## config.mk

```make
export PLATFORM = sky130hd
export DESIGN_NAME = dmc_debug_mode_control
export DESIGN_NICKNAME = d
export VERILOG_FILES = /design/src/dmc_pkg.sv /design/src/dmc_debug_mode_control.sv
export SDC_FILE = /design/constraint.sdc
export NUM_CORES = 1
export LEC_CHECK = 0
export ABC_AREA = 1
export BUFFER_PORTS_ARGS = -buffer_cell sky130_fd_sc_hd__buf_2
export CORE_AREA = 2 2 82 84
export DETAILED_ROUTE_END_ITERATION = 10
export DIE_AREA = 0 0 84 86
export GPL_ROUTABILITY_DRIVEN = 0
export PLACE_DENSITY = 0.76
export SETUP_SLACK_MARGIN = 0.15
export SYNTH_ARGS = -nofsm -noshare
export SYNTH_HDL_FRONTEND = slang
export SYNTH_SLANG_ARGS = --single-unit
```

## constraint.sdc

```tcl
create_clock -name core_clk -period 1.53 [get_ports core_clk]
set_clock_uncertainty 0.15 [all_clocks]
set_input_delay 0.0765 -clock core_clk [delete_from_list [all_inputs] [get_ports core_clk]]
set_output_delay 0.0765 -clock core_clk [all_outputs]
set_load 0.03 [all_outputs]
```

## src/dmc_pkg.sv

```systemverilog
/*
 Package for the debug-mode control block: register offsets, field positions,
 reset values and timing counts. Assumes a 20 MHz core clock.
*/
package dmc_pkg;
    // --------------------------------------------------------------
    // Register map (byte addresses)
    // --------------------------------------------------------------
    localparam logic [3:0] ADDR_CONTROL = 4'h0;
    localparam logic [3:0] ADDR_STATUS  = 4'h4;
    // --------------------------------------------------------------
    // Control register fields
    // --------------------------------------------------------------
    localparam int         BIT_ACTIVE   = 7;
    localparam int         BIT_BREAKPOINT_ENABLE    = 6;
    localparam int         BIT_ACKEN    = 5;
    localparam int         BIT_DBGRST   = 0;
    localparam logic [7:0] CONTROL_RESET = 8'h00;
    localparam logic [7:0] WRITE_MASK   = 8'he1;
    // --------------------------------------------------------------
    // Status register fields
    // --------------------------------------------------------------
    localparam int         STS_HALT     = 0;
    localparam int         STS_STOP     = 1;
    localparam int         STS_PROTECT  = 2;
    localparam int         STS_RSTBUSY  = 3;
    // --------------------------------------------------------------
    // Instruction and acknowledge codes
    // --------------------------------------------------------------
    localparam logic [7:0] OPCODE_BREAK = 8'h00;
    localparam logic [7:0] ACK_CHAR     = 8'hff;
    // --------------------------------------------------------------
    // Timing
    // --------------------------------------------------------------
    localparam int         CLK_HZ       = 20000000;
    localparam int         DBG_RESET_NS = 1000;
    localparam int         DBG_RESET_CYC = (DBG_RESET_NS * (CLK_HZ / 1000000) + 999) / 1000;
    localparam int         BIT_CYCLES   = 16;
endpackage : dmc_pkg

```

## src/dmc_debug_mode_control.sv

```systemverilog
/*
 Debug-mode control: decides when instruction fetch is halted for an external
 debug host, holds the debugger control register and drives the debugger reset.
 Assumes a CPU core that reports decoded opcodes, a watchdog taking a refresh
 strobe, and a system reset controller driven from sysResetReq.
*/
// The implementer's own choices: the address map and the Avalon-MM slave port.
`timescale 1ns/1ns
`default_nettype none
module dmc_debug_mode_control #(
    parameter int RESET_CYCLES = dmc_pkg::DBG_RESET_CYC,
    parameter int BIT_CYC      = dmc_pkg::BIT_CYCLES
) (
    // Clock and reset
    input  wire logic       core_clk,
    input  wire logic       rst_n,
    input  wire logic       clkEn,
    // Avalon-MM slave
    input  wire logic [3:0] avsAddress,
    input  wire logic       avsRead,
    input  wire logic       avsWrite,
    input  wire logic [31:0] avsWriteData,
    input  wire logic [3:0] avsByteEnable,
    output logic [31:0]     avsReadData,
    output logic            avsWaitRequest,
    // Reset sources
    input  wire logic       porReset,
    input  wire logic       brownoutReset,
    input  wire logic       sysResetActive,
    // Core and system status
    input  wire logic       opcodeValid,
    input  wire logic [7:0] opcode,
    input  wire logic       haltState,
    input  wire logic       stopState,
    input  wire logic       watchdogEnabled,
    input  wire logic       readProtect,
    // Debug pin
    input  wire logic       debugPinIn,
    output logic            debugPinOut,
    output logic            debugPinOe,
    // Controls to the device
    output logic            fetchStop,
    output logic            breakAsNop,
    output logic            haltRelease,
    output logic            watchdogRefresh,
    output logic            sysClkGate,
    output logic            periphRun,
    output logic            sysResetReq
);
    // ----------------------------------------------------------------
    // Decode helpers
    // ----------------------------------------------------------------
    // Address selects the control register
    function automatic logic hitsControl(input logic [3:0] addr);
        return addr == dmc_pkg::ADDR_CONTROL;
    endfunction : hitsControl

    // Opcode is the breakpoint instruction
    function automatic logic isBreak(input logic [7:0] op);
        return op == dmc_pkg::OPCODE_BREAK;
    endfunction : isBreak

    // Status word seen at the status offset
    function automatic logic [31:0] statusWord(
        input logic halted,
        input logic stopped,
        input logic locked,
        input logic resetting
    );
        logic [31:0] word;
        word                       = 32'h0000_0000;
        word[dmc_pkg::STS_HALT]    = halted;
        word[dmc_pkg::STS_STOP]    = stopped;
        word[dmc_pkg::STS_PROTECT] = locked;
        word[dmc_pkg::STS_RSTBUSY] = resetting;
        return word;
    endfunction : statusWord

    // ----------------------------------------------------------------
    // Pin synchroniser
    // ----------------------------------------------------------------
    logic pinMeta;
    logic pinSync;
    always_ff @(posedge core_clk or negedge rst_n) begin
        if (!rst_n) begin
            pinMeta <= 1'b1;
            pinSync <= 1'b1;
        end else if (clkEn) begin
            pinMeta <= debugPinIn;
            pinSync <= pinMeta;
        end
    end

    // ----------------------------------------------------------------
    // Reset tracking and pin sample in last reset cycle
    // ----------------------------------------------------------------
    logic sysResetDly;
    logic pinAtReset;
    logic resetExit;
    assign resetExit = sysResetDly && !sysResetActive;
    always_ff @(posedge core_clk or negedge rst_n) begin
        if (!rst_n) begin
            sysResetDly <= 1'b0;
            pinAtReset  <= 1'b1;
        end else if (clkEn) begin
            sysResetDly <= sysResetActive;
            if (sysResetActive) begin
                pinAtReset <= pinSync;
            end
        end
    end

    // ----------------------------------------------------------------
    // Bus decode
    // ----------------------------------------------------------------
    logic [7:0] control;
    logic       debugActive;
    logic       brkEnable;
    logic       ackEnable;
    logic       dbgResetBit;
    logic       accessDone;
    logic       ctlWrite;
    logic       entryBreak;
    logic       entryPin;
    logic       enterDebug;
    logic       hostExit;
    logic       hardExit;
    assign ctlWrite   = avsWrite && !accessDone && avsByteEnable[0]
                        && hitsControl(avsAddress);
    assign entryBreak = opcodeValid && isBreak(opcode) && brkEnable;
    assign entryPin   = resetExit && !pinAtReset;
    assign enterDebug = (entryBreak || entryPin) && !debugActive;
    assign hostExit   = ctlWrite && !avsWriteData[dmc_pkg::BIT_ACTIVE]
                        && !readProtect;
    assign hardExit   = porReset || brownoutReset;

    // ----------------------------------------------------------------
    // Control register
    // ----------------------------------------------------------------
    logic [$clog2(RESET_CYCLES + 1):0] rstCount;

    // Register image; reserved bits 4:1 read zero
    always_comb begin
        control                      = 8'h00;
        control[dmc_pkg::BIT_ACTIVE] = debugActive;
        control[dmc_pkg::BIT_BREAKPOINT_ENABLE]  = brkEnable;
        control[dmc_pkg::BIT_ACKEN]  = ackEnable;
        control[dmc_pkg::BIT_DBGRST] = dbgResetBit;
    end

    // Breakpoint and acknowledge enables
    always_ff @(posedge core_clk or negedge rst_n) begin
        if (!rst_n) begin
            brkEnable <= dmc_pkg::CONTROL_RESET[dmc_pkg::BIT_BREAKPOINT_ENABLE];
            ackEnable <= dmc_pkg::CONTROL_RESET[dmc_pkg::BIT_ACKEN];
        end else if (clkEn) begin
            if (hardExit) begin
                brkEnable <= dmc_pkg::CONTROL_RESET[dmc_pkg::BIT_BREAKPOINT_ENABLE];
                ackEnable <= dmc_pkg::CONTROL_RESET[dmc_pkg::BIT_ACKEN];
            end else if (ctlWrite) begin
                brkEnable <= avsWriteData[dmc_pkg::BIT_BREAKPOINT_ENABLE];
                ackEnable <= avsWriteData[dmc_pkg::BIT_ACKEN];
            end
        end
    end

    // Debug flag: an entry wins over a host clear in the same cycle
    always_ff @(posedge core_clk or negedge rst_n) begin
        if (!rst_n) begin
            debugActive <= dmc_pkg::CONTROL_RESET[dmc_pkg::BIT_ACTIVE];
        end else if (clkEn) begin
            if (hardExit) begin
                debugActive <= dmc_pkg::CONTROL_RESET[dmc_pkg::BIT_ACTIVE];
            end else if (entryBreak || entryPin) begin
                debugActive <= 1'b1;
            end else if (ctlWrite && avsWriteData[dmc_pkg::BIT_ACTIVE]) begin
                debugActive <= 1'b1;
            end else if (hostExit) begin
                debugActive <= 1'b0;
            end
        end
    end

    // Debugger reset bit: set by the host, cleared once its reset is over
    always_ff @(posedge core_clk or negedge rst_n) begin
        if (!rst_n) begin
            dbgResetBit <= dmc_pkg::CONTROL_RESET[dmc_pkg::BIT_DBGRST];
        end else if (clkEn) begin
            if (hardExit) begin
                dbgResetBit <= dmc_pkg::CONTROL_RESET[dmc_pkg::BIT_DBGRST];
            end else if (ctlWrite && avsWriteData[dmc_pkg::BIT_DBGRST]) begin
                dbgResetBit <= 1'b1;
            end else if (dbgResetBit && rstCount == '0 && !sysResetActive
                         && !sysResetReq && !sysResetDly) begin
                dbgResetBit <= 1'b0;
            end
        end
    end

    // ----------------------------------------------------------------
    // Debugger reset sequencer
    // ----------------------------------------------------------------
    logic rstStart;
    assign rstStart = ctlWrite && avsWriteData[dmc_pkg::BIT_DBGRST]
                      && !control[dmc_pkg::BIT_DBGRST];
    always_ff @(posedge core_clk or negedge rst_n) begin
        if (!rst_n) begin
            rstCount    <= '0;
            sysResetReq <= 1'b0;
        end else if (clkEn) begin
            if (rstStart) begin
                rstCount    <= ($clog2(RESET_CYCLES + 1) + 1)'(RESET_CYCLES);
                sysResetReq <= 1'b1;
            end else if (rstCount != '0) begin
                rstCount    <= rstCount - 1'b1;
                sysResetReq <= (rstCount != 1);
            end else begin
                sysResetReq <= 1'b0;
            end
        end
    end

    // ----------------------------------------------------------------
    // Acknowledge transmitter on the debug pin
    // ----------------------------------------------------------------
    typedef enum {ACK_IDLE, ACK_SEND} dmc_ack_t;
    dmc_ack_t   ackState;
    logic [9:0] ackShift;
    logic [3:0] ackBits;
    logic [$clog2(BIT_CYC + 1):0] ackTimer;
    always_ff @(posedge core_clk or negedge rst_n) begin
        if (!rst_n) begin
            ackState    <= ACK_IDLE;
            ackShift    <= '1;
            ackBits     <= 4'h0;
            ackTimer    <= '0;
            debugPinOut <= 1'b1;
            debugPinOe  <= 1'b0;
        end else if (clkEn) begin
            case (ackState)
                ACK_IDLE: begin
                    debugPinOe  <= 1'b0;
                    debugPinOut <= 1'b1;
                    if (enterDebug && control[dmc_pkg::BIT_ACKEN]) begin
                        ackShift <= {1'b1, dmc_pkg::ACK_CHAR, 1'b0};
                        ackBits  <= 4'ha;
                        ackTimer <= '0;
                        ackState <= ACK_SEND;
                    end
                end
                ACK_SEND: begin
                    debugPinOe <= 1'b1;
                    if (ackTimer == '0) begin
                        if (ackBits == 4'h0) begin
                            ackState <= ACK_IDLE;
                        end else begin
                            debugPinOut <= ackShift[0];
                            ackShift    <= {1'b1, ackShift[9:1]};
                            ackBits     <= ackBits - 4'h1;
                            ackTimer    <= ($clog2(BIT_CYC + 1) + 1)'(BIT_CYC - 1);
                        end
                    end else begin
                        ackTimer <= ackTimer - 1'b1;
                    end
                end
                default: ackState <= ACK_IDLE;
            endcase
        end
    end

    // ----------------------------------------------------------------
    // Device controls
    // ----------------------------------------------------------------
    // Fetch stop follows the debug flag; watchdog refresh follows it only while watchdogEnabled is high
    always_ff @(posedge core_clk or negedge rst_n) begin
        if (!rst_n) begin
            fetchStop       <= 1'b0;
            watchdogRefresh <= 1'b0;
        end else if (clkEn) begin
            fetchStop       <= debugActive;
            watchdogRefresh <= debugActive && watchdogEnabled;
        end
    end

    // Breakpoint behaviour and halt release on entry
    always_ff @(posedge core_clk or negedge rst_n) begin
        if (!rst_n) begin
            breakAsNop  <= 1'b1;
            haltRelease <= 1'b0;
        end else if (clkEn) begin
            breakAsNop  <= !brkEnable;
            haltRelease <= enterDebug && haltState;
        end
    end

    // Clock and peripherals stop only with the stop state
    always_ff @(posedge core_clk or negedge rst_n) begin
        if (!rst_n) begin
            sysClkGate <= 1'b0;
            periphRun  <= 1'b1;
        end else if (clkEn) begin
            sysClkGate <= stopState;
            periphRun  <= !stopState;
        end
    end

    // ----------------------------------------------------------------
    // Bus answer: one wait cycle, then data with waitrequest low
    // ----------------------------------------------------------------
    always_ff @(posedge core_clk or negedge rst_n) begin
        if (!rst_n) begin
            accessDone     <= 1'b0;
            avsWaitRequest <= 1'b1;
            avsReadData    <= 32'h0000_0000;
        end else if (clkEn) begin
            if ((avsRead || avsWrite) && !accessDone) begin
                accessDone     <= 1'b1;
                avsWaitRequest <= 1'b0;
                case (avsAddress)
                    dmc_pkg::ADDR_CONTROL: avsReadData <= {24'h000000, control};
                    dmc_pkg::ADDR_STATUS: avsReadData <= statusWord(haltState, stopState,
                                                                    readProtect, sysResetReq);
                    default: avsReadData <= 32'h0000_0000;
                endcase
            end else begin
                accessDone     <= 1'b0;
                avsWaitRequest <= 1'b1;
            end
        end
    end
endmodule : dmc_debug_mode_control
`default_nettype wire

```

---- Word-level counts from Yosys, hierarchy flattened ----
Index checks and enable logic that the tools add are counted.
storage, ports and cells
  register bits ........................... 109
  output and inout port bits .............. 42
  input bits .............................. 62
cells by class
  add/sub/neg operators ................... 3
  eq/ne operators ......................... 8
  reductions and logical operators ........ 58
  muxes and demuxes ....................... 38
operator list
  operator                                          number
  2-to-1 mux 32 bit                                 3
  one-hot mux 32 bit (2 select lines)               1
  == test 32 x 1 -> 1 bit, second input constant    1
  zero test 32 bit                                  1
  2-to-1 mux 10 bit                                 3
  2-to-1 mux 6 bit                                  5
  logical AND 1 bit                                 21
  one-hot mux 10 bit (2 select lines)               1
  2-to-1 mux 1 bit                                  17
  one-hot mux 8 bit (2 select lines)                1
  AND reduction 2 bit                               7
  zero test 6 bit                                   2
  2-to-1 mux 4 bit                                  3
  one-hot mux 6 bit (2 select lines)                1
  AND reduction 4 bit                               3
  subtractor 6 x 1 -> 6 bit, second input constant  2
  zero test 1 bit                                   11
  zero test 4 bit                                   2
  zero test 8 bit                                   1
  != test 2 bit, second input constant              4
  one-hot mux 4 bit (2 select lines)                1
  != test 6 x 1 -> 1 bit, second input constant     1
  nonzero test 2 bit                                3
  nonzero test 6 bit                                1
  other kinds (8)                                   11

---- Depth between registers and ports, before layout ----
  depth after elaboration ................. 10
  depth in mapped cells ................... 10
  depth with buffers taken out ............ 10

---- Worst setup path before layout ----
Ideal clock, no wire load.
  kind .................................... reg2reg
  start point ............................. register ackTimer[0]
  end point ............................... register ackBits[2]
  slack ................................... -0.023 ns
  cell stages (with the launch flop) ...... 10
  setup time .............................. 0.117 ns
  buffers on the path ..................... 0
  arrival ................................. 1.286 ns
  period minus slack after synthesis ...... 1.553 ns
  required time ........................... 1.263 ns
  path through ............................ dfrtp_1 > inv_1 > ha_1 > nand4_2 > nand2_1 > nand2_1 > nor2_2 > nand2_1 > nand2_1 > nand2_1
between the ends
  longest elaborated chain between the ends .. 3
RTL lines
  element                               line                           text
  start: declaration                    dmc_debug_mode_control.sv:230  logic [$clog2(BIT_CYC + 1):0] ackTimer;
  start signal: assignment              dmc_debug_mode_control.sv:260  ackTimer <= ($clog2(BIT_CYC + 1) + 1)'(BIT_CYC - 1);
  start signal: assignment              dmc_debug_mode_control.sv:263  ackTimer <= ackTimer - 1'b1;
  zero test 6 bit                       dmc_debug_mode_control.sv:253  if (ackTimer == '0) begin
  != test 2 bit (no source line)        -
  AND reduction 5 bit (no source line)  -
  end signal: assignment                dmc_debug_mode_control.sv:259  ackBits <= ackBits - 4'h1;
  end: declaration                      dmc_debug_mode_control.sv:229  logic [3:0] ackBits;
No other way between the ends.
A chain may end at the register's enable or synchronous reset.

---- Final worst setup path ----
  start point ............................. register ackBits[2]
  end point ............................... register debugPinOut
between the ends
  longest elaborated chain between the ends .. 3
RTL lines
  element                               line                           text
  zero test 4 bit                       dmc_debug_mode_control.sv:254  if (ackBits == 4'h0) begin
  != test 2 bit (no source line)        -
  AND reduction 4 bit (no source line)  -
  end signal: assignment                dmc_debug_mode_control.sv:257  debugPinOut <= ackShift[0];
  end: declaration                      dmc_debug_mode_control.sv:39   output logic debugPinOut,
No other way between the ends.

==> impl_metrics.yaml <==
status:
  outcome: "complete, no violations"
detailed_routing:
  initialDrtViolationCount: 101
  vias: 2323
  drc_errors: 0
  routed_vias_inst: 4.810
  antenna_left: 0
  drt_first_pass_iters: 4
  drt-wirelength-per-cell_um: 13.12
  detail_route.wirelength_um: 6338
setup_path:
  crit_path_start_kind: "flip-flop"
  timing.reg2reg.setup_slack_ns: 0.01
  crit_required_ns: 1.62
  crit_type: "reg2reg"
  worst_setup_path_end_kind: "flip-flop"
  cp-endpoint: "debugPinOut"
  critical_path_arrival_ns: 1.61
  worstReg2RegStart: "ackBits[2]"
  crit-reg2reg-capture: "debugPinOut"
  worstRegToRegCells: 7
  cp-startpoint: "ackBits[2]"
  cp_max_fo: 4
yosys:
  synth.top_cell.area_share: 0.3644
  synth_enable_flop_cells: 0
  synth_async_sr_flop_share: 1.000
  synthCells: 306
  post_synth.cell_area_avg_um2: 8.080
  postSynthRegisterBits: 44
  yosys_warnings: 0
  post_synth_most_frequent_cells: "87 x nand2_1, 36 x dfrtp_1, 31 x inv_1, 25 x buf_4, 25 x o21ai_0"
  synth_top_cell_by_area: "dfrtp_1"
  synth_cell_type_count: 33
  synth.most_common_cell: "nand2_1"
  syn_area_um2: 2472
  ys_seq_area_frac: 0.4494
  primary_ff_master_synth: "dfrtp_1"
  synth_area_leaders: "dfrtp_1 36%, nand2_1 13%, dfstp_2 8.5%, buf_4 7.6%, o21ai_0 5.1%"
timing:
  final-max-slew-violation-count: 0
  layout_min_cycle_time_ns: 1.518
  timing.final.hold_violations: 0
  highest_clock_rate_ghz: 0.6588
  setup_tns_ns: 0
  timing.final.crit_share: 0.9922
  rsz0062_at_grt: "yes"
  setup_viol_count_final: 0
  hold_slack_ns: 0.008003
global_routing:
  grt_start_max_net_pins: 21
  grt_util_met2: 0.2793
  globalRouteTotalUtil: 0.1635
  top_usage_layer: "met2"
  number_of_antenna_violations_at_the_first_check_in_global_routing: 0
  grt_pass1_wl_um: 9487
  globalRouteMet1Util: 0.1984
  gr-usage-met3: 0.04235
  grt_pass1_vias: 2084
  global_route.overflow_total: 0
cells_and_area:
  post_route_cells_drive_above_1_share: 0.3941
  area_growth_syn_to_layout_pct: 42.51
  layout.nets: 474
  insertedDiodeCount: 0
  n_fill_cell: 529
floorplanning:
  rows: 29
  die_width_um: 84
  num_io_pins: 104
  initial_core_util: 0.3939
  core_um2: 6277
  area_of_the_die_um2: 7224
  die_y_um: 86
clocking:
  clk_transition_reported_paths_ns: 0.09
  cts_made_buffers: 5
  clkLatencyLatePin_ns: 0.30
  tritoncts_clock_tree: "built"
  clk_root_buffer_cell: "clkbuf_8"
  clock_path_buffers: 2
  cts-htree-levels: 2
  clock-sinks: 44
place:
  port_buffers: 47
  dp_hpwl_um: 4041
pwr:
  cellPowerDensity_nw_per_um2: 1469
  peak_ir_drop_on_the_vdd_network_v: 0.0006380
  power_leakage_uw: 0.001797
flow_run:
  max_cap_violations: 0
hold_path:
  hold_path_class: "in2reg"
-- state kept, by name, indices dropped and copies added, names as in the netlist, 4 cells and up --
register     cells
avsReadData      7
ackTimer         6
ackBits          4
rstCount         6
-- worst max-delay path, stage by stage, from the launching register on --
cell,delay [ns]
dfrtp_1,0.45
nor2_1,0.25
nand3_4,0.10
inv_4,0.09
buf_12,0.10
nor2_4,0.04
buf_4,0.13
o22a_1,0.14
-- stage by stage --
| stage | util | setup slack [ns] | cells | cell area [um^2] | total power (uW) |
|---|---|---|---|---|---|
| 6_report | 0.5613 | 0.01199 | 483 | 3523 | 5176 |
| 5_1_grt | 0.5613 | -0.07705 | 483 | 3523 | 5521 |
| 4_1_cts | 0.5204 | 0.02139 | 474 | 3267 | 4652 |
| 3_5_place_dp | 0.4604 | -0.01190 | 445 | 2890 | 3649 |
| 3_3_place_gp | 0.4604 | 0.02007 | 445 | 2890 | 3570 |
| 2_1_floorplan | - | 0.08178 | 330 | 2611 | 3087 |
-- cells by family after synthesis --
kind of cell               Yosys count  synth area share
xor gates and xnor gates             7           0.02480
and+or+nand+nor                    150            0.2743
DFF                                 44            0.4494
AOI/OAI and AO/OA                   34           0.07946
other                                1          0.001517
buffers and inverters               63            0.1351
adders and majority gates            7           0.03542
-- final cells by class --
type	count	area, um^2	area share
clock inverters	2	10.01	0.002841
inverters	33	126.4	0.03587
well taps	77	96.34	0.02734
clock buffers	6	82.58	0.02344
repair buffers	96	678.2	0.1925
multi-input cells	225	1418	0.4023
flip-flops and latches	44	1112	0.3157
-- layout by cell type (no fill, tap or decap), types with 8 or more instances in the layout --
cell           count
inv_2             10
nand2_1           73
nor2_1            14
buf_4             30
nand2_2            9
dfrtp_1           35
conb_1            25
nand3_1           15
dlygate4sd3_1     11
o21ai_0           14
o21ai_1           11
buf_2             47
inv_1             22
dfstp_2            8
-- power by group --
part | leakage [uW] | switching [uW] | total, uW | internal (uW)
sequential | 0.000554 | 251 | 1710 | 1450
clock | 0.0000510 | 403 | 764 | 361
combinational | 0.00119 | 1490 | 2710 | 1220
total | 0.00180 | 2140 | 5180 | 3030
-- worst min-delay path by stage --
stage	start	to	slack [ns]	cells after the start
final	avsAddress[3]	avsReadData[7]	0.008	4
after CTS	avsAddress[3]	avsReadData[7]	0.009	4
after detailed placement	rst_n	ackTimer[2]	-0.11	1
after global placement	rst_n	ackTimer[2]	-0.11	1
after floorplan	rst_n	accessDone	-0.37	0
after global routing	avsAddress[0]	avsReadData[6]	0.02	4
-- layer usage --
layer  share of wire  wire length, um
met1            0.40             2517
met5               0                0
met4           0.029              185
met3           0.049              311
met2            0.52             3323
-- what timing repair did --
action	in CTS	in global routing
setup buffers	9	8
pin swaps	10	26
cloned	1	1
hold buffers	11	0
endpoints found under the hold margin	54	0
setup endpoints to repair	28	30
gates resized for setup	30	43
Power figures use the tool's default switching activity.
